$ cat config.mk
export PLATFORM = sky130hd
export DESIGN_NAME = cmpc_top
export DESIGN_NICKNAME = d
export VERILOG_FILES = /design/src/core/cmpc_pkg.sv /design/src/core/cmpc_channel.sv /design/src/core/cmpc_sync.sv /design/src/core/cmpc_top.sv
export SDC_FILE = /design/constraint.sdc
export NUM_CORES = 1
export LEC_CHECK = 0
export BUFFER_PORTS_ARGS = -buffer_cell sky130_fd_sc_hd__buf_2
export CAP_MARGIN = 20
export CORE_MARGIN = 2
export CORE_UTILIZATION = 33
export CTS_CLUSTER_SIZE = 16
export DETAILED_ROUTE_END_ITERATION = 10
export GPL_TIMING_DRIVEN = 0
export SKIP_LAST_GASP = 1
export SYNTH_ARGS = -nofsm -noshare
export SYNTH_HDL_FRONTEND = slang
export SYNTH_SLANG_ARGS = --single-unit
$ cat constraint.sdc
create_clock -name CLK -period 2.4 [get_ports CLK]
set_clock_uncertainty 0.1 [all_clocks]
set_input_delay 0.24 -clock CLK [delete_from_list [all_inputs] [get_ports CLK]]
set_output_delay 0.24 -clock CLK [all_outputs]
set_load 0.01 [all_outputs]
$ cat src/core/cmpc_pkg.sv
// package: register map, field layouts and constants of the comparator control block
package cmpc_pkg;

   // register indices; byte address is four times the index
   localparam logic [9:0] CMPC_IDX_CTRL_A = 10'h000;
   localparam logic [9:0] CMPC_IDX_CTRL_B = 10'h001;
   localparam logic [9:0] CMPC_IDX_STAT = 10'h002;
   localparam logic [9:0] CMPC_IDX_MASK = 10'h003;
   localparam logic [9:0] CMPC_IDX_PINCFG = 10'h004;
   localparam logic [9:0] CMPC_IDX_PRIO = 10'h0f6;

   // reset values
   localparam logic [7:0] CMPC_CTRL_RST = 8'h00;
   localparam logic [7:0] CMPC_PRIO_RST = 8'h00;
   localparam logic [3:0] CMPC_EVT_RST = 4'h0;
   localparam logic [4:0] CMPC_PINCFG_RST = 5'h00;

   // hysteresis select codes and their amounts in millivolts
   localparam logic [1:0] CMPC_HYST_OFF = 2'h0;
   localparam logic [1:0] CMPC_HYST_2MV = 2'h1;
   localparam logic [1:0] CMPC_HYST_4MV = 2'h2;
   localparam logic [1:0] CMPC_HYST_10MV = 2'h3;
   localparam logic [3:0] CMPC_MV_OFF = 4'h0;
   localparam logic [3:0] CMPC_MV_2 = 4'h2;
   localparam logic [3:0] CMPC_MV_4 = 4'h4;
   localparam logic [3:0] CMPC_MV_10 = 4'ha;

   // comparator control register layout, bit 7 down to bit 0
   typedef struct packed {
      logic on;
      logic result;
      logic rise_flag;
      logic fall_flag;
      logic [1:0] pos_hyst_sel;
      logic [1:0] neg_hyst_sel;
   } cmpc_ctrl_t;

   // priority register layout, bit 7 down to bit 0
   typedef struct packed {
      logic cmp_b_rise_priority;
      logic cmp_b_fall_priority;
      logic cmp_a_rise_priority;
      logic cmp_a_fall_priority;
      logic [3:0] other;
   } cmpc_prio_t;

   // event bits of status and mask registers
   typedef struct packed {
      logic b_fall;
      logic b_rise;
      logic a_fall;
      logic a_rise;
   } cmpc_evt_t;

   // pin routing and reset source configuration
   typedef struct packed {
      logic rst_src_a;
      logic od_b;
      logic route_b;
      logic od_a;
      logic route_a;
   } cmpc_pincfg_t;

   // drive to one analog comparator stage
   typedef struct packed {
      logic on;
      logic [1:0] pos_hyst_sel;
      logic [1:0] neg_hyst_sel;
      logic [3:0] pos_mv;
      logic [3:0] neg_mv;
   } cmpc_analog_t;

endpackage

$ cat src/core/cmpc_channel.sv
// module: one comparator channel with synchroniser, edge detect and sticky edge flags
module cmpc_channel (
   // clock and reset
   input wire logic clk,
   input wire logic rst_n,
   // analog result and control
   input wire logic raw,
   input wire logic on,
   input wire logic clr_rise,
   input wire logic clr_fall,
   // state and events
   output logic result,
   output logic rise_flag,
   output logic fall_flag,
   output logic rise_evt,
   output logic fall_evt
);
   logic sync_q;
   logic prev_q;

   // the raw output is asynchronous to the clock
   cmpc_sync #(.WIDTH(1)) u_sync (
      .clk(clk),
      .rst_n(rst_n),
      .d(raw),
      .q(sync_q)
   );

   always_ff @(posedge clk or negedge rst_n)
   begin
      if (!rst_n)
         prev_q <= 1'b0;
      else
         prev_q <= sync_q;
   end

   // a shut-down comparator reads low and raises no events
   assign result = sync_q & on;
   assign rise_evt = on & sync_q & ~prev_q;
   assign fall_evt = on & ~sync_q & prev_q;

   // set wins over a clear in the same cycle
   always_ff @(posedge clk or negedge rst_n)
   begin
      if (!rst_n)
         rise_flag <= 1'b0;
      else if (rise_evt)
         rise_flag <= 1'b1;
      else if (clr_rise)
         rise_flag <= 1'b0;
   end

   always_ff @(posedge clk or negedge rst_n)
   begin
      if (!rst_n)
         fall_flag <= 1'b0;
      else if (fall_evt)
         fall_flag <= 1'b1;
      else if (clr_fall)
         fall_flag <= 1'b0;
   end

   chk_rise_sets: assert property (
      @(posedge clk) disable iff (!rst_n) rise_evt |=> rise_flag)
      else $error("rising edge did not set rise flag");
   chk_fall_sets: assert property (
      @(posedge clk) disable iff (!rst_n) fall_evt |=> fall_flag)
      else $error("falling edge did not set fall flag");
   chk_flag_sticky: assert property (
      @(posedge clk) disable iff (!rst_n)
      (rise_flag && !clr_rise) or (fall_flag && !clr_fall) |=>
      (rise_flag || !$past(rise_flag) || $past(clr_rise)) &&
      (fall_flag || !$past(fall_flag) || $past(clr_fall)))
      else $error("edge flag dropped without clear");
   chk_off_quiet: assert property (
      @(posedge clk) disable iff (!rst_n)
      !on |-> !result && !rise_evt && !fall_evt)
      else $error("disabled comparator shows output or events");
   chk_sync_lag: assert property (
      @(posedge clk) disable iff (!rst_n)
      rise_evt |-> $past(raw, 2) && !$past(raw, 3))
      else $error("rising event not two cycles after raw edge");
endmodule

$ cat src/core/cmpc_sync.sv
// module: two flip-flop synchroniser for asynchronous levels
module cmpc_sync #(
   parameter int WIDTH = 1
) (
   // clock and reset
   input wire logic clk,
   input wire logic rst_n,
   // levels
   input wire logic [WIDTH-1:0] d,
   output logic [WIDTH-1:0] q
);
   logic [WIDTH-1:0] meta_q;

   always_ff @(posedge clk or negedge rst_n)
   begin
      if (!rst_n)
      begin
         meta_q <= '0;
         q <= '0;
      end
      else
      begin
         meta_q <= d;
         q <= meta_q;
      end
   end
endmodule

$ cat src/core/cmpc_top.sv
// module: comparator control block with APB registers, pin drive and interrupts
//
// How it works
// - enable bit turns each comparator on/off
// - disabled comparator: pin low, no new events; pending status still drives IRQ
// - read-only result bit shows comparator output
// - events on rising and falling output edges
// - rising edge sets rise flag
// - falling edge sets fall flag
// - flags sticky until software writes zero
// - positive hysteresis decode off/2/4/10 mV
// - negative hysteresis decode off/2/4/10 mV
// - first comparator may request system reset
// - second comparator never requests reset
// - second comparator behaves like first, own register
// - routed pin selectable open-drain or push-pull
module cmpc_top (
   // clock and reset
   input wire logic CLK,
   input wire logic RESET_N,
   // apb slave
   input wire logic PSEL,
   input wire logic PENABLE,
   input wire logic PWRITE,
   input wire logic [11:0] PADDR,
   input wire logic [31:0] PWDATA,
   output logic [31:0] PRDATA,
   output logic PREADY,
   output logic PSLVERR,
   // analog comparator results, asynchronous
   input wire logic CMP_A_RAW,
   input wire logic CMP_B_RAW,
   // analog stage drive
   output cmpc_pkg::cmpc_analog_t CMP_A_ANALOG,
   output cmpc_pkg::cmpc_analog_t CMP_B_ANALOG,
   // port pins
   output logic CMP_A_PIN_O,
   output logic CMP_A_PIN_OE,
   output logic CMP_B_PIN_O,
   output logic CMP_B_PIN_OE,
   // reset request and interrupts
   output logic CMP_RESET_REQ,
   output logic IRQ,
   output logic IRQ_HI,
   output logic IRQ_LO
);
   import cmpc_pkg::*;

   logic rst_meta_q;
   logic rst_n;
   cmpc_ctrl_t ctrl_a_q;
   cmpc_ctrl_t ctrl_b_q;
   cmpc_prio_t prio_q;
   cmpc_evt_t stat_q;
   cmpc_evt_t mask_q;
   cmpc_evt_t evt;
   cmpc_pincfg_t pincfg_q;
   cmpc_ctrl_t wr_ctrl;
   logic [9:0] idx;
   logic mapped;
   logic wr;
   logic wr_a;
   logic wr_b;
   logic res_a;
   logic res_b;
   logic rise_a;
   logic fall_a;
   logic rise_b;
   logic fall_b;
   logic rf_a_q;
   logic ff_a_q;
   logic rf_b_q;
   logic ff_b_q;
   logic [31:0] rd_data;

   // decodes a hysteresis select into millivolts
   function automatic logic [3:0] hyst_mv(input logic [1:0] sel);
      case (sel)
         CMPC_HYST_OFF: hyst_mv = CMPC_MV_OFF;
         CMPC_HYST_2MV: hyst_mv = CMPC_MV_2;
         CMPC_HYST_4MV: hyst_mv = CMPC_MV_4;
         CMPC_HYST_10MV: hyst_mv = CMPC_MV_10;
         default: hyst_mv = CMPC_MV_OFF;
      endcase
   endfunction

   // builds the read view of a control register with live state
   function automatic logic [7:0] ctrl_view(input cmpc_ctrl_t c, input logic res,
                                           input logic rf, input logic ff);
      cmpc_ctrl_t v;
      v = c;
      v.result = res;
      v.rise_flag = rf;
      v.fall_flag = ff;
      ctrl_view = v;
   endfunction

   // reset release through two flip-flops
   always_ff @(posedge CLK or negedge RESET_N)
   begin
      if (!RESET_N)
      begin
         rst_meta_q <= 1'b0;
         rst_n <= 1'b0;
      end
      else
      begin
         rst_meta_q <= 1'b1;
         rst_n <= rst_meta_q;
      end
   end

   // apb decode; zero wait states, so pready is always high
   assign idx = PADDR[11:2];
   assign mapped = (idx == CMPC_IDX_CTRL_A) || (idx == CMPC_IDX_CTRL_B) ||
                   (idx == CMPC_IDX_STAT) || (idx == CMPC_IDX_MASK) ||
                   (idx == CMPC_IDX_PINCFG) || (idx == CMPC_IDX_PRIO);
   assign wr = PSEL & PENABLE & PWRITE & mapped;
   assign wr_a = wr && (idx == CMPC_IDX_CTRL_A);
   assign wr_b = wr && (idx == CMPC_IDX_CTRL_B);
   assign wr_ctrl = cmpc_ctrl_t'(PWDATA[7:0]);
   assign PREADY = 1'b1;

   // writable fields of the control registers; result and flags live elsewhere
   always_ff @(posedge CLK or negedge rst_n)
   begin
      if (!rst_n)
         ctrl_a_q <= cmpc_ctrl_t'(CMPC_CTRL_RST);
      else if (wr_a)
      begin
         ctrl_a_q.on <= wr_ctrl.on;
         ctrl_a_q.pos_hyst_sel <= wr_ctrl.pos_hyst_sel;
         ctrl_a_q.neg_hyst_sel <= wr_ctrl.neg_hyst_sel;
      end
   end

   always_ff @(posedge CLK or negedge rst_n)
   begin
      if (!rst_n)
         ctrl_b_q <= cmpc_ctrl_t'(CMPC_CTRL_RST);
      else if (wr_b)
      begin
         ctrl_b_q.on <= wr_ctrl.on;
         ctrl_b_q.pos_hyst_sel <= wr_ctrl.pos_hyst_sel;
         ctrl_b_q.neg_hyst_sel <= wr_ctrl.neg_hyst_sel;
      end
   end

   always_ff @(posedge CLK or negedge rst_n)
   begin
      if (!rst_n)
         prio_q <= cmpc_prio_t'(CMPC_PRIO_RST);
      else if (wr && (idx == CMPC_IDX_PRIO))
         prio_q <= cmpc_prio_t'(PWDATA[7:0]);
   end

   always_ff @(posedge CLK or negedge rst_n)
   begin
      if (!rst_n)
         mask_q <= cmpc_evt_t'(CMPC_EVT_RST);
      else if (wr && (idx == CMPC_IDX_MASK))
         mask_q <= cmpc_evt_t'(PWDATA[3:0]);
   end

   always_ff @(posedge CLK or negedge rst_n)
   begin
      if (!rst_n)
         pincfg_q <= cmpc_pincfg_t'(CMPC_PINCFG_RST);
      else if (wr && (idx == CMPC_IDX_PINCFG))
         pincfg_q <= cmpc_pincfg_t'(PWDATA[4:0]);
   end

   // flags clear only where software writes a zero
   cmpc_channel u_cmp_a (
      .clk(CLK),
      .rst_n(rst_n),
      .raw(CMP_A_RAW),
      .on(ctrl_a_q.on),
      .clr_rise(wr_a && !wr_ctrl.rise_flag),
      .clr_fall(wr_a && !wr_ctrl.fall_flag),
      .result(res_a),
      .rise_flag(rf_a_q),
      .fall_flag(ff_a_q),
      .rise_evt(rise_a),
      .fall_evt(fall_a)
   );

   // same channel logic as the first, on its own register
   cmpc_channel u_cmp_b (
      .clk(CLK),
      .rst_n(rst_n),
      .raw(CMP_B_RAW),
      .on(ctrl_b_q.on),
      .clr_rise(wr_b && !wr_ctrl.rise_flag),
      .clr_fall(wr_b && !wr_ctrl.fall_flag),
      .result(res_b),
      .rise_flag(rf_b_q),
      .fall_flag(ff_b_q),
      .rise_evt(rise_b),
      .fall_evt(fall_b)
   );

   // sticky status, write one to clear, an event in the same cycle wins
   assign evt = '{b_fall: fall_b, b_rise: rise_b, a_fall: fall_a, a_rise: rise_a};
   always_ff @(posedge CLK or negedge rst_n)
   begin
      if (!rst_n)
         stat_q <= cmpc_evt_t'(CMPC_EVT_RST);
      else if (wr && (idx == CMPC_IDX_STAT))
         stat_q <= evt | (stat_q & ~cmpc_evt_t'(PWDATA[3:0]));
      else
         stat_q <= evt | stat_q;
   end
   assign IRQ = |(stat_q & mask_q);

   // priority split of edge flags; disabled channels are suspended
   assign IRQ_HI = ctrl_a_q.on & ((rf_a_q & prio_q.cmp_a_rise_priority) |
                                  (ff_a_q & prio_q.cmp_a_fall_priority)) |
                   ctrl_b_q.on & ((rf_b_q & prio_q.cmp_b_rise_priority) |
                                  (ff_b_q & prio_q.cmp_b_fall_priority));
   assign IRQ_LO = ctrl_a_q.on & ((rf_a_q & ~prio_q.cmp_a_rise_priority) |
                                  (ff_a_q & ~prio_q.cmp_a_fall_priority)) |
                   ctrl_b_q.on & ((rf_b_q & ~prio_q.cmp_b_rise_priority) |
                                  (ff_b_q & ~prio_q.cmp_b_fall_priority));

   // analog stage drive; software must wait out settling after enabling
   always_comb
   begin
      CMP_A_ANALOG.on = ctrl_a_q.on;
      CMP_A_ANALOG.pos_hyst_sel = ctrl_a_q.pos_hyst_sel;
      CMP_A_ANALOG.neg_hyst_sel = ctrl_a_q.neg_hyst_sel;
      CMP_A_ANALOG.pos_mv = hyst_mv(ctrl_a_q.pos_hyst_sel);
      CMP_A_ANALOG.neg_mv = hyst_mv(ctrl_a_q.neg_hyst_sel);
      CMP_B_ANALOG.on = ctrl_b_q.on;
      CMP_B_ANALOG.pos_hyst_sel = ctrl_b_q.pos_hyst_sel;
      CMP_B_ANALOG.neg_hyst_sel = ctrl_b_q.neg_hyst_sel;
      CMP_B_ANALOG.pos_mv = hyst_mv(ctrl_b_q.pos_hyst_sel);
      CMP_B_ANALOG.neg_mv = hyst_mv(ctrl_b_q.neg_hyst_sel);
   end

   // open drain only pulls low, so the high level comes from the pull-up
   assign CMP_A_PIN_O = pincfg_q.od_a ? 1'b0 : res_a;
   assign CMP_A_PIN_OE = pincfg_q.route_a & (~pincfg_q.od_a | ~res_a);
   assign CMP_B_PIN_O = pincfg_q.od_b ? 1'b0 : res_b;
   assign CMP_B_PIN_OE = pincfg_q.route_b & (~pincfg_q.od_b | ~res_b);

   // only the first comparator can reset, when enabled and its output is low
   assign CMP_RESET_REQ = pincfg_q.rst_src_a & ctrl_a_q.on & ~res_a;

   // read mux
   always_comb
   begin
      rd_data = '0;
      case (idx)
         CMPC_IDX_CTRL_A: rd_data[7:0] = ctrl_view(ctrl_a_q, res_a, rf_a_q, ff_a_q);
         CMPC_IDX_CTRL_B: rd_data[7:0] = ctrl_view(ctrl_b_q, res_b, rf_b_q, ff_b_q);
         CMPC_IDX_STAT: rd_data[3:0] = stat_q;
         CMPC_IDX_MASK: rd_data[3:0] = mask_q;
         CMPC_IDX_PINCFG: rd_data[4:0] = pincfg_q;
         CMPC_IDX_PRIO: rd_data[7:0] = prio_q;
         default: rd_data = '0;
      endcase
   end

   // read data and error are captured in the setup cycle
   always_ff @(posedge CLK or negedge rst_n)
   begin
      if (!rst_n)
      begin
         PRDATA <= '0;
         PSLVERR <= 1'b0;
      end
      else if (PSEL && !PENABLE)
      begin
         PRDATA <= PWRITE ? '0 : rd_data;
         PSLVERR <= ~mapped;
      end
   end

   chk_enable_write: assert property (
      @(posedge CLK) disable iff (!rst_n)
      wr_a |=> CMP_A_ANALOG.on == $past(PWDATA[7]))
      else $error("enable bit did not follow write");
   chk_hyst_pos: assert property (
      @(posedge CLK) disable iff (!rst_n)
      CMP_A_ANALOG.pos_hyst_sel == CMPC_HYST_4MV |-> CMP_A_ANALOG.pos_mv == CMPC_MV_4)
      else $error("positive hysteresis decode wrong");
   chk_hyst_neg: assert property (
      @(posedge CLK) disable iff (!rst_n)
      CMP_B_ANALOG.neg_hyst_sel == CMPC_HYST_10MV |-> CMP_B_ANALOG.neg_mv == CMPC_MV_10)
      else $error("negative hysteresis decode wrong");
   chk_reset_src: assert property (
      @(posedge CLK) disable iff (!rst_n)
      CMP_RESET_REQ |-> pincfg_q.rst_src_a && ctrl_a_q.on && !$past(CMP_A_RAW, 2))
      else $error("reset request without first comparator cause");
   chk_od_release: assert property (
      @(posedge CLK) disable iff (!rst_n)
      pincfg_q.od_a && res_a |-> !CMP_A_PIN_OE)
      else $error("open drain pin driven while output high");
   chk_prio_high: assert property (
      @(posedge CLK) disable iff (!rst_n)
      ctrl_a_q.on && rf_a_q && prio_q.cmp_a_rise_priority |-> IRQ_HI)
      else $error("high priority edge not on high request");
   chk_stat_irq: assert property (
      @(posedge CLK) disable iff (!rst_n)
      rise_a && mask_q.a_rise |=> IRQ || !mask_q.a_rise)
      else $error("masked-in edge did not raise interrupt");
   chk_flag_edge: assert property (
      @(posedge CLK) disable iff (!rst_n)
      fall_b |=> ff_b_q)
      else $error("edge lost against clear");
endmodule

# Word-level counts from Yosys, hierarchy flattened
# Cells that the tools add are included.
# W data, S select, Z words.
dict set report word_totals {
  reg_bits 76
  latch_bits 0
  mem_bits_rw 0
  mem_bits_ro 0
  in_bits 51
  out_inout_bits 68
  elab_cells 156
  n_memories 0
}
dict set report classes {
  addsub 0
  mul 0
  div 0
  n_lt_le_gt_ge 0
  n_eq_ne 17
  shifts 0
  mux 19
  n_bitwise 53
  n_reduce_logical 29
}
# op count
set op_table {}
lappend op_table {{$pmux W4 S4} 4}
lappend op_table {{$and A1 B1 Y1} 27}
lappend op_table {{$pmux W4 S6} 1}
lappend op_table {{$eq A10 B2 Y1 const B} 2}
lappend op_table {{$eq A2 B2 Y1 const B} 8}
lappend op_table {{$not A1 Y1} 13}
lappend op_table {{$logic_and A1 B1 Y1} 11}
lappend op_table {{$eq A10 B1 Y1 const B} 1}
lappend op_table {{$eq A10 B3 Y1 const B} 1}
lappend op_table {{$eq A10 B8 Y1 const B} 1}
lappend op_table {{$logic_not A10 Y1} 1}
lappend op_table {{$mux W1} 10}
lappend op_table {{$pmux W3 S3} 1}
lappend op_table {{$and A4 B4 Y4} 2}
lappend op_table {{$eq A2 B1 Y1 const B} 4}
lappend op_table {{$logic_not A2 Y1} 4}
lappend op_table {{$mux W8} 1}
lappend op_table {{$or A1 B1 Y1} 8}
lappend op_table {{$or A4 B4 Y4} 2}
lappend op_table {{$reduce_bool A2 Y1} 4}
lappend op_table {{$logic_or A1 B1 Y1} 5}
lappend op_table {{$mux W4} 1}
lappend op_table {{$not A4 Y4} 1}
lappend op_table {{$pmux W1 S4} 1}
lappend op_table {{other kinds (2)} 4}

# Depth between registers and ports, before layout
# Gate-level depths: netlist (run 1).
dict set report depth {
  ltp_word 11
  depth_mapped 6
  depth_no_buf 4
}

# By module
# A second synthesis (run 1) with hierarchy kept.
dict set report hier_totals {
  cells_unflattened 250
  area_unflattened_um2 2726.4
}
# module n_inst cells_per_inst area_per_inst_um2 seq_area_each_um2
set by_module_without_submodules {}
lappend by_module_without_submodules {cmpc_top 1 222 2368.5 1051.0}
lappend by_module_without_submodules {cmpc_channel 2 12 128.9 75.1}
lappend by_module_without_submodules {cmpc_sync 2 2 50.0 50.0}

# Least setup slack after synthesis (run 1)
# OpenSTA, ideal clock, no wires.
dict set report synth_path {
  path_kind {input to register}
  startpoint {in PADDR[7]}
  endpoint {reg ctrl_b_q (netlist bit CMP_B_ANALOG[10])}
  setup_time_ns 0.125
  arrival_ns 1.639
  t_required_ns 2.175
  setup_slack_ns 0.536
  cell_stages 4
  n_path_buf 1
  path_cell_list {or4_1 buf_2 nor3_2 mux2_2}
}
dict set report synth_between {
  elab_chain_cells 8
  word_cells_on_any_way 13
  cone_classes {eq/ne (5); bitwise (1); reduce/logical (7)}
}
# item line_no
set synth_lines {}
lappend synth_lines {{start, declared} cmpc_top.sv:25} ;# input wire logic [11:0] PADDR,
lappend synth_lines {{$eq A10 B1 Y1 / $logic_not A10 Y1 (equally long branches)} {cmpc_top.sv:115, cmpc_top.sv:120}}
lappend synth_lines {{$logic_or A1 B1 Y1 (2 in a row)} cmpc_top.sv:115} ;# assign mapped = (idx == CMPC_IDX_CTRL_A) || (idx == CMPC_IDX_CTRL_B) ||
lappend synth_lines {{$logic_or A1 B1 Y1 (2 in a row)} cmpc_top.sv:116} ;# (idx == CMPC_IDX_STAT) || (idx == CMPC_IDX_MASK) ||
lappend synth_lines {{$logic_or A1 B1 Y1} cmpc_top.sv:117} ;# (idx == CMPC_IDX_PINCFG) || (idx == CMPC_IDX_PRIO);
lappend synth_lines {{$and A1 B1 Y1} cmpc_top.sv:118} ;# assign wr = PSEL & PENABLE & PWRITE & mapped;
lappend synth_lines {{$logic_and A1 B1 Y1 *} cmpc_top.sv:120} ;# assign wr_b = wr && (idx == CMPC_IDX_CTRL_B);
lappend synth_lines {{end signal, assigned} cmpc_top.sv:140} ;# ctrl_b_q <= cmpc_ctrl_t'(CMPC_CTRL_RST);
lappend synth_lines {{end, declared} cmpc_top.sv:52} ;# cmpc_ctrl_t ctrl_b_q;
# Mark *: on every way between the ends. The rest lies on a longest branch, timed or not.
# A chain may end at the register's enable or synchronous reset.

# Worst setup path after layout (run 1)
dict set report layout_path {
  startpoint {in PADDR[7]}
  endpoint {reg ctrl_a_q (netlist bit CMP_A_ANALOG[11])}
}
dict set report layout_between {
  elab_chain_cells 8
  word_cells_on_any_way 13
  cone_classes {eq/ne (5); bitwise (1); reduce/logical (7)}
}
# item line_no
set layout_lines {}
lappend layout_lines {{$eq A10 B1 Y1 / $logic_not A10 Y1 (equally long branches)} {cmpc_top.sv:115, cmpc_top.sv:119}}
lappend layout_lines {{$logic_or A1 B1 Y1 (2 in a row)} cmpc_top.sv:115}
lappend layout_lines {{$logic_or A1 B1 Y1 (2 in a row)} cmpc_top.sv:116}
lappend layout_lines {{$logic_or A1 B1 Y1} cmpc_top.sv:117}
lappend layout_lines {{$and A1 B1 Y1} cmpc_top.sv:118}
lappend layout_lines {{$logic_and A1 B1 Y1 *} cmpc_top.sv:119} ;# assign wr_a = wr && (idx == CMPC_IDX_CTRL_A);
lappend layout_lines {{end signal, assigned} cmpc_top.sv:128} ;# ctrl_a_q <= cmpc_ctrl_t'(CMPC_CTRL_RST);
lappend layout_lines {{end, declared} cmpc_top.sv:51} ;# cmpc_ctrl_t ctrl_a_q;
# Marks and branches as above.

==> run summary, run 1 <==
The max-slew violation total from the final report is 0. On the critical path, the stage with the largest delay is an instance of sky130_fd_sc_hd__nor4_2. The reported max-cap violation count came out at 0. Input and output buffers added on the ports amount to between 60 and 70. Headroom to the max-slew limit came out at 44.6%. The hold slack came out at around 66 ps.

On the critical path the largest part of the delay comes from simple AND/OR/NAND/NOR gates. The die boundary height is 95.5 µm. After clock tree synthesis, the clock-pin slew on the worst setup and hold paths is roughly 100 ps. In the layout the commonest cells are 65 x sky130_fd_sc_hd__buf_2, 51 x sky130_fd_sc_hd__dfrtp_1, 31 x sky130_fd_sc_hd__buf_4, 30 x sky130_fd_sc_hd__conb_1, 27 x sky130_fd_sc_hd__mux2_2. The post-layout instance count excluding filler cells is roughly 460. The flow ran to the end, and the final reports show no timing, DRC or antenna violations. TritonCTS created 5 clock buffers. The mean routed wirelength per cell is around 15 µm. The total net switching power came out at 0.000392 W. The number of antenna violations at the first check in global routing came out at 0. The number of diodes came out at 0. The cell sitting at the root of the clock tree is a sky130_fd_sc_hd__clkbuf_8. At the placement stage, the worst setup path has a slack of between 15 and 20 ps. The number of ports placed on the die boundary came out at between 100 and 150. The die outline area came out at between 9000 and 10000 µm². After layout, the worst path uses around 86% of the clock period. After global routing the overflow that remains totals 0. The sequential-to-total area share from yosys stat came out at 47.1%. By startpoint and endpoint, the worst setup path is classified as in2reg. The routability congestion estimate from global placement is 0.791.

The most common cell after layout, fill and taps aside is sky130_fd_sc_hd__buf_2. The number of global-route vias before repair came out at slightly above 2000. The fraction of layout cells with a size suffix above 1 came out at 40.3%. In the post-synthesis netlist, the biggest area contributors are sky130_fd_sc_hd__dfrtp_1 47%, sky130_fd_sc_hd__mux2_2 11%, sky130_fd_sc_hd__buf_4 8.4%, sky130_fd_sc_hd__mux4_2 3.3%, sky130_fd_sc_hd__nand2_1 2.7%.

In this run the worst path has a maximum fanout of 8. CTS built an H-tree with a depth of 2. The fmax is 483 MHz. TritonCTS built the clock tree. The minimum clock period came out at a little over 2000 ps.

Of all cell types, the one taking the most synthesized area is sky130_fd_sc_hd__dfrtp_1. The die width came out at approximately 95 µm. The synthesized flop and latch total came out at 52. Data arrives at the worst endpoint at 2160 ps.

The buffers plus inverters on the worst setup path came out at 1. The top cell type's share of synthesized area came out at between 40% and 50%. For this block, the via count after detailed routing is 2166.

The critical path goes through buf_2, nor4_2, nand4_1, mux2_2. The pin count of the biggest net entering global routing came out at 39. The per-instance average area after synthesis is approximately 11 µm². Relative to the synthesized area, the layout overhead comes to 25.0%. The worst setup path is launched from an input port. The cell-internal power came out at about 0.0012 W. The number of distinct library cell variants in the gate-level netlist after synthesis is 43.

Setup violations remaining at the end of the flow were counted as 0. Global routing consumed, over all layers together, ~15% of the routing resources. The placeable core area is between 8000 and 9000 µm². The number of hold violations in the final report came out at 0. The first TritonRoute pass finished after 5 iterations.

The ratio of routed vias to standard cells is 4.69. The number of routed nets with antenna violations is 0. VDD sags by at most 313 µV. The proportion of power drawn by flip-flops and latches came out at 56.8%. The count of warnings emitted by yosys is 0. After layout, the worst setup slack is 331 ps.

The total area of sequential cells is 1300 µm². The slew of the pin with the lowest slew margin is a little over 800 ps. STA classifies the critical path endpoint as a register. At the end of the flow, the number of nets in the layout was 407.

The post-detailed-routing wire length came out at a little under 7000 µm. The portion of total power attributed to combinational logic came out at 10.5%. The required time of the worst setup path came out at 2490 ps. The number of cells after detailed placement came out at roughly 450.

Dividing total power by cell area gives a power density of 459 nW/µm². The total of fill cells in the finished design is roughly 820. The net switching share of the total power is 24.7%. The multi-input combinational cell area is 1250 µm². The clock share of power came out at 32.7%.

The number of buffers between clock root and the deepest sink came out at 2. The post-synthesis instance total is approximately 260. The largest stage delay on the critical path is 740 ps. The post-detailed-placement half-perimeter wirelength came out at about 5200 µm.

The path class of the tightest hold or removal check is reg2async. Setup repair after global routing left no endpoint under its margin. The first global-routing pass estimated roughly 11000 µm of wire. The number of core rows is 33. The sink count of the clock tree is 52. The number of DRC markers after the initial detailed-route iteration came out at around 140. The clock insertion delay at the later pin of the skew report came out at between 300 and 400 ps.

In this run the static leakage power is about 1.7 nW. The post-synthesis instance area came out at 2760 µm². The count of unresolved DRC violations after routing is 0. The sum of negative setup slack is 0 ps. The starting density of the core is between 30 and 40%.
[cells by family after synthesis]
family / Yosys count / synth area share (%)
multiplexers: 33 / 15.0
flip-flops: 52 / 47.1
buffers and inverters: 52 / 11.4
AND/OR/NAND/NOR: 75 / 16.0
other: 2 / 0.272
AO/OA/AOI/OAI: 41 / 10.2
[flip-flops by register name, summed over array words and instances, names as in the netlist, 4 cells and up]
name	flops
prio_q	8
pincfg_q	5
CMP_B_ANALOG	5
mask_q	4
PRDATA	8
stat_q	4
CMP_A_ANALOG	5
[cell usage after synthesis]
| cell type | count |
|---|---|
| sky130_fd_sc_hd__and3b_1 | 1 |
| sky130_fd_sc_hd__mux2i_1 | 2 |
| sky130_fd_sc_hd__buf_4 | 31 |
| sky130_fd_sc_hd__nand3b_1 | 1 |
| sky130_fd_sc_hd__and3_1 | 2 |
| sky130_fd_sc_hd__or4_1 | 2 |
| sky130_fd_sc_hd__a21oi_1 | 3 |
| sky130_fd_sc_hd__a22oi_1 | 8 |
| sky130_fd_sc_hd__inv_1 | 8 |
| sky130_fd_sc_hd__and2_1 | 5 |
| sky130_fd_sc_hd__mux2_2 | 27 |
| sky130_fd_sc_hd__nor3b_1 | 1 |
| sky130_fd_sc_hd__nor4_1 | 3 |
| sky130_fd_sc_hd__nor2b_1 | 6 |
| sky130_fd_sc_hd__a32oi_1 | 2 |
| sky130_fd_sc_hd__nor2_1 | 10 |
| sky130_fd_sc_hd__clkbuf_1 | 9 |
| sky130_fd_sc_hd__conb_1 | 2 |
| sky130_fd_sc_hd__nand2_1 | 20 |
| sky130_fd_sc_hd__buf_1 | 1 |
| sky130_fd_sc_hd__nor4_4 | 1 |
| sky130_fd_sc_hd__a21o_1 | 2 |
| sky130_fd_sc_hd__a31oi_1 | 7 |
| sky130_fd_sc_hd__a22o_1 | 5 |
| sky130_fd_sc_hd__nor3_1 | 3 |
| sky130_fd_sc_hd__and4b_1 | 1 |
| sky130_fd_sc_hd__a311oi_1 | 1 |
| sky130_fd_sc_hd__mux4_2 | 4 |
| sky130_fd_sc_hd__nand2b_1 | 1 |
| sky130_fd_sc_hd__o22ai_1 | 2 |
| sky130_fd_sc_hd__o21ai_0 | 7 |
| sky130_fd_sc_hd__or2_2 | 1 |
| sky130_fd_sc_hd__o211ai_1 | 4 |
| sky130_fd_sc_hd__nand3_2 | 2 |
| sky130_fd_sc_hd__nand4_1 | 6 |
| sky130_fd_sc_hd__nor4b_1 | 1 |
| sky130_fd_sc_hd__buf_2 | 3 |
| sky130_fd_sc_hd__nor3_4 | 1 |
| sky130_fd_sc_hd__nor3_2 | 1 |
| sky130_fd_sc_hd__nand3_1 | 4 |
| sky130_fd_sc_hd__dfrtp_1 | 52 |
| sky130_fd_sc_hd__or3_1 | 1 |
| sky130_fd_sc_hd__nor4_2 | 1 |
[metal layers]
layer | wire, µm | track usage [%] | part of all wire (%) | vias up
met3 | 458 | 2.61 | 6.8 | 9
met1 | 2990 | 20.6 | 44 | 1012
met2 | 3180 | 24.8 | 47 | 89
li1 | - | - | - | 1056
met5 | 0 | 0 | 0 | -
met4 | 117 | 5.95 | 1.7 | 0
[worst paths after layout]
check                      depth (start not counted)           endpoint  slack, ps              from
hold / removal                                     0          prio_q[4]         70             rst_n
max in group asynchronous                          1          mask_q[3]       1620             rst_n
min in group CLK                                   2          prio_q[6]         70         PWDATA[6]
setup reg to reg                                   5  u_cmp_b.rise_flag        920  CMP_B_ANALOG[12]
hold reg to reg                                    0          prio_q[4]         70             rst_n
setup / recovery                                   4   CMP_A_ANALOG[11]        330          PADDR[7]
[area by class of cell]
type	instances	area share, %
Clock buffer	6	2.39
Inverter	8	0.870
Timing Repair Buffer	66	10.4
Tap cell	105	3.81
Buffer	44	8.26
Sequential cell	52	37.7
Multi-Input combinational cell	179	36.2
Clock inverter	2	0.290
[timing repair]
item,CTS,global route
gates resized for setup,0,0
hold endpoints to repair,4,0
setup buffers,0,0
hold buffers,3,0
[through the flow]
step | total power [W] | util [%] | area [µm²]
2_1_floorplan | 0.00102 | - | 2870
3_5_place_dp | 0.00108 | 40.7 | 3330
5_1_grt | 0.00166 | 42.2 | 3450
6_report | 0.00158 | 42.2 | 3450
4_1_cts | 0.00160 | 42.2 | 3450
3_3_place_gp | 0.00107 | 40.5 | 3310
[power groups by stage]
| stage | clock network [W] | registers [W] | logic, W |
|---|---|---|---|
| 2_1_floorplan | 0 | 0.000923 | 0.0000949 |
| 6_report | 0.000518 | 0.000899 | 0.000166 |
| 3_5_place_dp | 0 | 0.000917 | 0.000162 |
| 4_1_cts | 0.000535 | 0.000899 | 0.000166 |
| 3_3_place_gp | 0 | 0.000928 | 0.000144 |
| 5_1_grt | 0.000569 | 0.000902 | 0.000186 |
No activity file was read; power rests on OpenSTA's default activity.
==> run 2: changes to the inputs <==
--- a/config.mk
+++ b/config.mk
@@ -5,13 +5,15 @@
 export SDC_FILE = /design/constraint.sdc
 export NUM_CORES = 1
 export LEC_CHECK = 0
+export ABC_AREA = 1
 export BUFFER_PORTS_ARGS = -buffer_cell sky130_fd_sc_hd__buf_2
 export CAP_MARGIN = 20
 export CORE_MARGIN = 2
-export CORE_UTILIZATION = 33
+export CORE_UTILIZATION = 49
 export CTS_CLUSTER_SIZE = 16
 export DETAILED_ROUTE_END_ITERATION = 10
 export GPL_TIMING_DRIVEN = 0
+export PLACE_DENSITY = 0.8
 export SKIP_LAST_GASP = 1
 export SYNTH_ARGS = -nofsm -noshare
 export SYNTH_HDL_FRONTEND = slang
==> run 2 against run 1 <==
Total power increased by 6.9%. Routed wire length increased by 8.2%. Global-route usage increased by 7.5 points. Synthesized cell count increased by 54%. Final cell count increased by 24%. Sequential power decreased by 0.6%. Final area increased by 7.9%. Via count increased by 26%. Combinational power about the same. Critical path type is now reg2out. Critical endpoint is now CMP_B_PIN_OE. Largest cell class is now multi-input combinational cells.
==> run summary, run 2 <==
The synthesized design spends more area on one cell type than any other, namely sky130_fd_sc_hd__dfrtp_1. The library cell used most frequently in the layout, excluding fill and tap cells, is sky130_fd_sc_hd__nand2_1. The clock tree synthesis step divided the H-tree into 2 levels. By area the synthesized netlist is led by sky130_fd_sc_hd__dfrtp_1 43%, sky130_fd_sc_hd__nand2_1 15%, sky130_fd_sc_hd__buf_4 7.7%, sky130_fd_sc_hd__inv_1 5.8%, sky130_fd_sc_hd__nand3_1 4.1%. At the end of the flow, the number of nets in the layout was 546.

Registers take between 1000 and 1500 µm². Summing over every cut layer, the via total after detailed routing is 2719. The largest fanout on the critical path is 7.

The root buffer cell chosen for the clock tree is sky130_fd_sc_hd__clkbuf_8. Setup repair after global routing left no endpoint under its margin. In this run the static leakage power is 2.20 nW. After routing, the total negative slack on setup checks comes to 0 ps. In this run the critical register-to-register path is launched from CMP_A_ANALOG[12].

The count of flip-flops with a built-in enable after synthesis came out at 0. Per report_power, the sequential group accounts for a little over half of the total. The count of unresolved DRC violations after routing is 0. Entering global routing, the biggest net connects 39 pins. At the end of routability-driven placement, the weighted congestion stood at 0.933.

The number of setup violations in the final report is 0. The critical path is of the reg2out type. The ratio of routed vias to standard cells is 4.76. Summed over all layers, the global routing overflow is 0. The number of input and output port buffers inserted came out at 63.

The number of ports placed on the die boundary is 119. The wire length of the first global-routing pass is approximately 12000 µm. The largest registers in the layout are PRDATA: 8 flops, prio_q: 8 flops.

The clock insertion delay at the later pin of the skew report came out at between 300 and 400 ps. Relative to the synthesized area, the layout overhead comes to 22.6%. The min-delay analysis places its worst path in the category in2reg. The number of hold violations in the final report came out at 0. In this run the register-to-register setup slack is roughly 1200 ps. Power spread over the standard cell area amounts to between 400 and 500 nW/µm². The cell-internal power is roughly 0.0013 W.

The flow ran to the end, and the final reports show no timing, DRC or antenna violations. The async set-reset flop share out of synthesis is 100%. The share of total power dissipated in combinational logic is 9.7%.

The detailed-routing iteration count for the pre-antenna-repair pass is 4. The required time of the worst setup path is slightly above 2000 ps. The worst setup path is captured at an output pin. Summed over all nets, the switching power comes to around 0.0004 W. The floorplan step defined a core boundary enclosing slightly below 6000 µm².

From bottom edge to top edge, the die measures just over 80 µm. After synthesis the netlist holds a flip-flop and latch count of between 50 and 60. In this run the most critical hold path is launched from PWDATA[6]. The slew of the pin with the lowest slew margin came out at around 560 ps.

The net switching share of the total power came out at approximately a quarter. The maximum vdd drop came out at approximately 360 µV. The category of the worst setup path launch point is a register. STA puts the critical path data arrival time at approximately 1400 ps. The initial utilization of the core area, before any placement, comes to 51.0%. The top cell type's share of synthesized area came out at between 40% and 50%. The predominant post-synthesis flop cell is sky130_fd_sc_hd__dfrtp_1.

The per-instance average area after synthesis is slightly below 8 µm². Leaving out fill and tap cells, the most frequent cells in the layout are 119 x sky130_fd_sc_hd__nand2_1, 64 x sky130_fd_sc_hd__buf_2, 51 x sky130_fd_sc_hd__dfrtp_1, 47 x sky130_fd_sc_hd__inv_1, 31 x sky130_fd_sc_hd__buf_4. The post-detailed-routing wire length is 7300 µm. After filler insertion, the fill cell instance count of the layout stands at 537. Once detail routing completed, the nets flagged for antenna violations numbered 0.

The setup slack at placement came out at approximately 640 ps. The number of DRC markers after the initial detailed-route iteration is 178. The number of distinct library cell variants in the gate-level netlist after synthesis came out at 28.

Summing all multi-input logic gate instances after layout gives 1370 µm². The die width is around 83 µm. The number of core rows came out at 28.

The fmax came out at 592 MHz. The CTS clock-pin slew for the worst setup and hold paths came out at around 100 ps. The synthesized netlist occupies a cell area of around 3000 µm². In the finished design, the share of the clock period the worst path needs comes to between 70% and 80%. TritonCTS built the clock tree. By count the netlist is led by 119 x sky130_fd_sc_hd__nand2_1, 52 x sky130_fd_sc_hd__dfrtp_1, 47 x sky130_fd_sc_hd__inv_1, 31 x sky130_fd_sc_hd__buf_4, 26 x sky130_fd_sc_hd__nor2_1. The post-synthesis instance total is just under 400. The tightest slew margin relative to the limit came out at 62.5%. Buffers added to address setup during post-CTS repair amount to 0. Of the total power, the clock network draws 37.5%. The die outline area is roughly 6800 µm². The number of buffers between clock root and the deepest sink came out at 2. The mean routed wirelength per cell came out at about 13 µm. The post-detailed-placement half-perimeter wirelength came out at 5740 µm.

Summing the sequential cell areas from Yosys gives between 40% and 50% of the chip area. The most instantiated library cell after synthesis is sky130_fd_sc_hd__nand2_1. The slack of the critical path is 712 ps. In the final layout, the share of cells above drive strength 1 is 28.4%.

The minimum clock period came out at around 1700 ps. The Yosys step of the flow raised 0 warnings. The CTS buffer count came out at 5. The number of antenna diodes in the final layout is 0. The max-slew violation total from the final report came out at 0.

The total track usage came out at ~23%. The number of global-route vias before repair came out at approximately 2500. The number of antenna violations at the first check in global routing is 0. The reported max-cap violation count is 0.

In this run the worst setup path begins at CMP_B_ANALOG[12]. Counting every sink on the clock net gives 52.
## run 2: cell count changes after synthesis, moves of 6 or more
cell,delta
sky130_fd_sc_hd__a22oi_1,-8
sky130_fd_sc_hd__a31oi_1,-7
sky130_fd_sc_hd__inv_1,+39
sky130_fd_sc_hd__mux2_2,-27
sky130_fd_sc_hd__nand2_1,+99
sky130_fd_sc_hd__nand3_1,+21
sky130_fd_sc_hd__nand4_1,+10
sky130_fd_sc_hd__nor2_1,+16
sky130_fd_sc_hd__nor2b_1,-6
sky130_fd_sc_hd__o21ai_0,+16
sky130_fd_sc_hd__o21ai_2,+8
## run 2: logic make-up (layout without fill, tap and decap cells)
logic type	count (synthesis)	after routing	share of synthesized area, %
flip-flops	52	52	42.9
AO/OA/AOI/OAI	37	37	7.66
buffers and inverters	90	165	15.6
AND/OR/NAND/NOR	212	212	33.7
other	2	30	0.247
## run 2: cell type report
cell class                      instances  share of cell area [%]
Multi-Input combinational cell        279                    36.7
Sequential cell                        52                    35.0
Timing Repair Buffer                   67                    9.81
Buffer                                 40                    7.59
Inverter                               50                    5.11
Tap cell                               75                    2.52
Clock buffer                            6                    2.22
Clock inverter                          2                    1.04
## run 2: critical path, stage by stage (launching register included)
cell	delay, ps
sky130_fd_sc_hd__dfrtp_1	490
sky130_fd_sc_hd__nand2_1	150
sky130_fd_sc_hd__inv_1	120
sky130_fd_sc_hd__nand2_1	60
sky130_fd_sc_hd__nand2_1	60
sky130_fd_sc_hd__inv_1	40
sky130_fd_sc_hd__buf_2	130
## run 2: final timing paths
path                                   endpoint  cells past startpoint
worst max-delay path               CMP_B_PIN_OE                      6
max in group asynchronous             prio_q[1]                      1
worst min register to register  CMP_A_ANALOG[8]                      0
min in group asynchronous       CMP_A_ANALOG[8]                      0
worst max register to register        stat_q[0]                      3
worst min-delay path                  prio_q[6]                      3
## run 2: power groups by stage
| stage | registers (W) | clock network, W | logic [W] |
|---|---|---|---|
| after floorplan | 0.000918 | 0 | 0.0000997 |
| after global placement | 0.000922 | 0 | 0.000142 |
| after detailed placement | 0.000912 | 0 | 0.000159 |
| after CTS | 0.000894 | 0.000651 | 0.000163 |
| after global routing | 0.000896 | 0.000680 | 0.000185 |
| final | 0.000894 | 0.000635 | 0.000164 |
## run 2: metrics by stage
| stage | power (W) | hold slack [ps] | cells | instance area [µm²] | util [%] |
|---|---|---|---|---|---|
| 4_1_cts | 0.00171 | 56.4 | 571 | 3720 | 62.5 |
| 5_1_grt | 0.00176 | 57.6 | 571 | 3720 | 62.5 |
| 3_3_place_gp | 0.00106 | -75.6 | 559 | 3550 | 59.6 |
| 3_5_place_dp | 0.00107 | -72.6 | 560 | 3570 | 60.0 |
| 6_report | 0.00169 | 58.7 | 571 | 3720 | 62.5 |
| 2_1_floorplan | 0.00102 | -156 | 421 | 3140 | - |
## run 2: metal layers
metal / GRT usage [%] / vias up / routed length (µm)
met5: 0 / - / 0
met4: 5.90 / 0 / 64
met3: 4.02 / 6 / 542
met2: 37.1 / 102 / 3400
met1: 31.7 / 1224 / 3290
li1: - / 1387 / -
## run 2: timing repair
item	4_1_cts	5_1_grt
hold buffers	3	0
resized for setup	0	0
endpoints found under the hold margin	4	0
setup endpoints to repair	0	0
==> run 3: changes to the inputs <==
--- a/config.mk
+++ b/config.mk
@@ -5,15 +5,15 @@
 export SDC_FILE = /design/constraint.sdc
 export NUM_CORES = 1
 export LEC_CHECK = 0
-export ABC_AREA = 1
+export ABC_AREA = 0
 export BUFFER_PORTS_ARGS = -buffer_cell sky130_fd_sc_hd__buf_2
 export CAP_MARGIN = 20
 export CORE_MARGIN = 2
-export CORE_UTILIZATION = 49
+export CORE_UTILIZATION = 43
 export CTS_CLUSTER_SIZE = 16
 export DETAILED_ROUTE_END_ITERATION = 10
 export GPL_TIMING_DRIVEN = 0
-export PLACE_DENSITY = 0.8
+export PLACE_DENSITY = 0.76
 export SKIP_LAST_GASP = 1
 export SYNTH_ARGS = -nofsm -noshare
 export SYNTH_HDL_FRONTEND = slang
==> constraint.sdc (replaced) <==
create_clock -name CLK -period 1.5 [get_ports CLK]
set_clock_uncertainty 0.1 [all_clocks]
set_input_delay 0.15 -clock CLK [delete_from_list [all_inputs] [get_ports CLK]]
set_output_delay 0.15 -clock CLK [all_outputs]
set_load 0.01 [all_outputs]
==> run 3 against run 2 <==
The run now ends with negative setup slack left. Total power up 53%. Count of clock-buffer cells in the layout stayed put. Sequential power rose by 61%. Die area up 3.5%. Sequential share of layout area grew 1.1 points. Flip-flop and latch count stayed put. Routed wire length decreased by 8.3%. Via count fell by 18%. Critical path type unchanged. Largest power group unchanged. Highest routed layer unchanged.
==> run summary, run 3 (same netlist as run 1, synthesis figures left out) <==
The worst hold-check path type is in2reg. Setup violations remaining at the end of the flow were counted as 1. The setup slack at placement is -673 ps.

The leakage power summed over all cells is 1.84 nW. The floorplan step defined a die boundary enclosing about 7100 µm². The first global-routing pass estimated 10400 µm of wire. The most common cell after layout, fill and taps aside is sky130_fd_sc_hd__buf_2. The cell area after layout came out at 3620 µm². After layout, the worst setup slack is -59.8 ps. Summed over all nets, the half-perimeter wirelength after detailed placement is just under 5000 µm. The final core area utilization came out at 57.6%. After global routing the overflow that remains totals 0. After floorplanning, the core was divided into 29 placement rows. The fmax came out at around 640 MHz.

The routability congestion estimate from global placement came out at a little under 0.9. The number of buffers between clock root and the deepest sink is 2. Leaving out fill and tap cells, the most frequent cells in the layout are 65 x sky130_fd_sc_hd__buf_2, 50 x sky130_fd_sc_hd__dfrtp_1, 39 x sky130_fd_sc_hd__buf_4, 30 x sky130_fd_sc_hd__conb_1, 23 x sky130_fd_sc_hd__mux2_2. The total track usage is around 18%. The cell with the most instances on the worst path is sky130_fd_sc_hd__a22o_1.

The critical path is of the reg2out type. roughly 120 I/O pins were placed. The H-tree depth reported by CTS is 2. The launch instance of the worst min-delay path is PWDATA[0]. TritonCTS built the clock tree. The signal on the critical path passes through a22o_1, a22o_1, buf_2. The cell with the biggest individual delay on the critical path is sky130_fd_sc_hd__dfrtp_1. The post-layout total power is approximately 0.0026 W. The worst hold path passes through 2 cells. The fraction of layout cells with a size suffix above 1 came out at 44.3%. The total vias in the final route came out at 2234. The slew of the pin with the lowest slew margin is just under 800 ps.

The reported max-cap violation count came out at 0. The number of input and output port buffers inserted came out at slightly above 60. The die boundary height came out at 84.1 µm. The pin count of the biggest net entering global routing came out at ~50. The number of cells on the worst reg-to-reg path is 4. Once the floorplan was initialized, standard cells occupied a little over two fifths of the core.

After detailed routing, the average wire length per cell comes to between 15 and 20 µm. The layout has 539 filler cells. The endpoint identified for the worst register-to-register timing path is u_cmp_b.rise_flag. The pre-antenna-repair detailed-routing pass consisted of 4 iterations. CTS placed an instance of sky130_fd_sc_hd__clkbuf_8 at the clock tree root. The flow ran to the end, but the final reports show violations. On the worst path, the slowest cell contributes a delay of a little over 400 ps. The count of unresolved DRC violations after routing is 0. VDD sags by at most between 600 and 700 µV. The later pin in the worst-skew pair is clocked with a latency of 320 ps. The tree built by TritonCTS fans out to 52 sinks.

The required time of the worst setup path came out at roughly 1300 ps. The tightest slew margin relative to the limit is around half. The final reports fail on negative setup slack. The launching point of the worst reg2reg path is CMP_B_ANALOG[12]. Clock-pin slew was measured on the worst setup and hold paths at about 90 ps. The data arrival time at the worst-slack endpoint came out at approximately 1300 ps. For flop-to-flop paths, the worst setup slack is around 130 ps. The share of the clock period used by the worst path is 104%.

The post-detailed-routing wire length came out at 6690 µm. Setup repair after global routing could not meet its margin everywhere. The number of hold violations in the final report was 0. The die width is about 84 µm. The total power per unit cell area is about 700 nW/µm².

The area after detailed placement is ~3300 µm². For hold timing, the worst endpoint is stat_q[0]. The number of global-route vias before repair is between 2000 and 2500. The area growth from synthesis to layout is 31.0%.

The endpoint kind of the worst setup timing path is an output pin. The number of DRC markers after the initial detailed-route iteration is 99. The largest fanout on the critical path came out at 2. The CTS buffer count came out at 5. The category of the worst setup path launch point is a register.

The number of routed nets with antenna violations came out at 0. The core region is ~6300 µm². The max-slew violation total from the final report came out at 0. The ratio of routed vias to standard cells came out at approximately 5.0. The minimum clock period came out at 1560 ps. The count of nets after finishing came out at roughly 420.

The number of diodes came out at 0. The largest registers in the layout are PRDATA: 8 flops, prio_q: 8 flops. The number of antenna violations at the first check in global routing came out at 0.
-- run 3: worst max path at each step --
stage,cells after the start,to,startpoint
after floorplan,5,pincfg_q[0],PADDR[7]
after global placement,5,CMP_B_ANALOG[10],PADDR[4]
after detailed placement,5,CMP_B_ANALOG[10],PADDR[4]
after CTS,3,IRQ_HI,prio_q[6]
after global routing,3,IRQ_HI,prio_q[6]
final,3,IRQ_HI,prio_q[6]
-- run 3: stage by stage --
stage | TNS (ps) | hold slack, ps | std cells
after CTS | -55.2 | 3.98 | 443
after global placement | -16230 | -165 | 422
final | -59.8 | 2.31 | 445
after detailed placement | -17920 | -163 | 422
after floorplan | -2300 | -246 | 283
after global routing | -242 | 4.46 | 445
-- run 3: report_power, final --
| part | total (W) | internal (W) | leakage [nW] | switching [W] |
|---|---|---|---|---|
| combinational | 0.000285 | 0.000129 | 1.13 | 0.000156 |
| clock | 0.000865 | 0.000378 | 0.0516 | 0.000487 |
| sequential | 0.00144 | 0.00142 | 0.661 | 0.0000172 |
-- run 3: timing repair --
item,in CTS,in global routing
hold endpoints to repair,10,0
setup buffers,9,2
resized for setup,5,3
endpoints found under the setup margin,31,18
pin swaps,9,3
hold buffers,7,0
gates cloned,0,0
-- run 3: worst max-delay path: cells and delay by family (launching register included) --
family	cells	cell delay, ps
AO/OA/AOI/OAI	2	450
flip-flops	1	410
buffers and inverters	1	140
-- run 3: per-layer routing --
layer	wire, µm	global-route usage [%]
met4	129	6.01
met1	2930	25.2
met2	3210	29.9
met5	0	0
met3	419	3.44
-- run 3: area by class of cell --
class	instances	area (µm²)	area share (%)
repair buffers	81	497	13.7
inverters	8	30.0	0.830
flip-flops and latches	52	1300	36.0
clock inverters	2	13.8	0.380
well taps	77	96.3	2.66
plain buffers	40	270	7.47
clock buffers	6	82.6	2.28
multi-input cells	179	1320	36.6
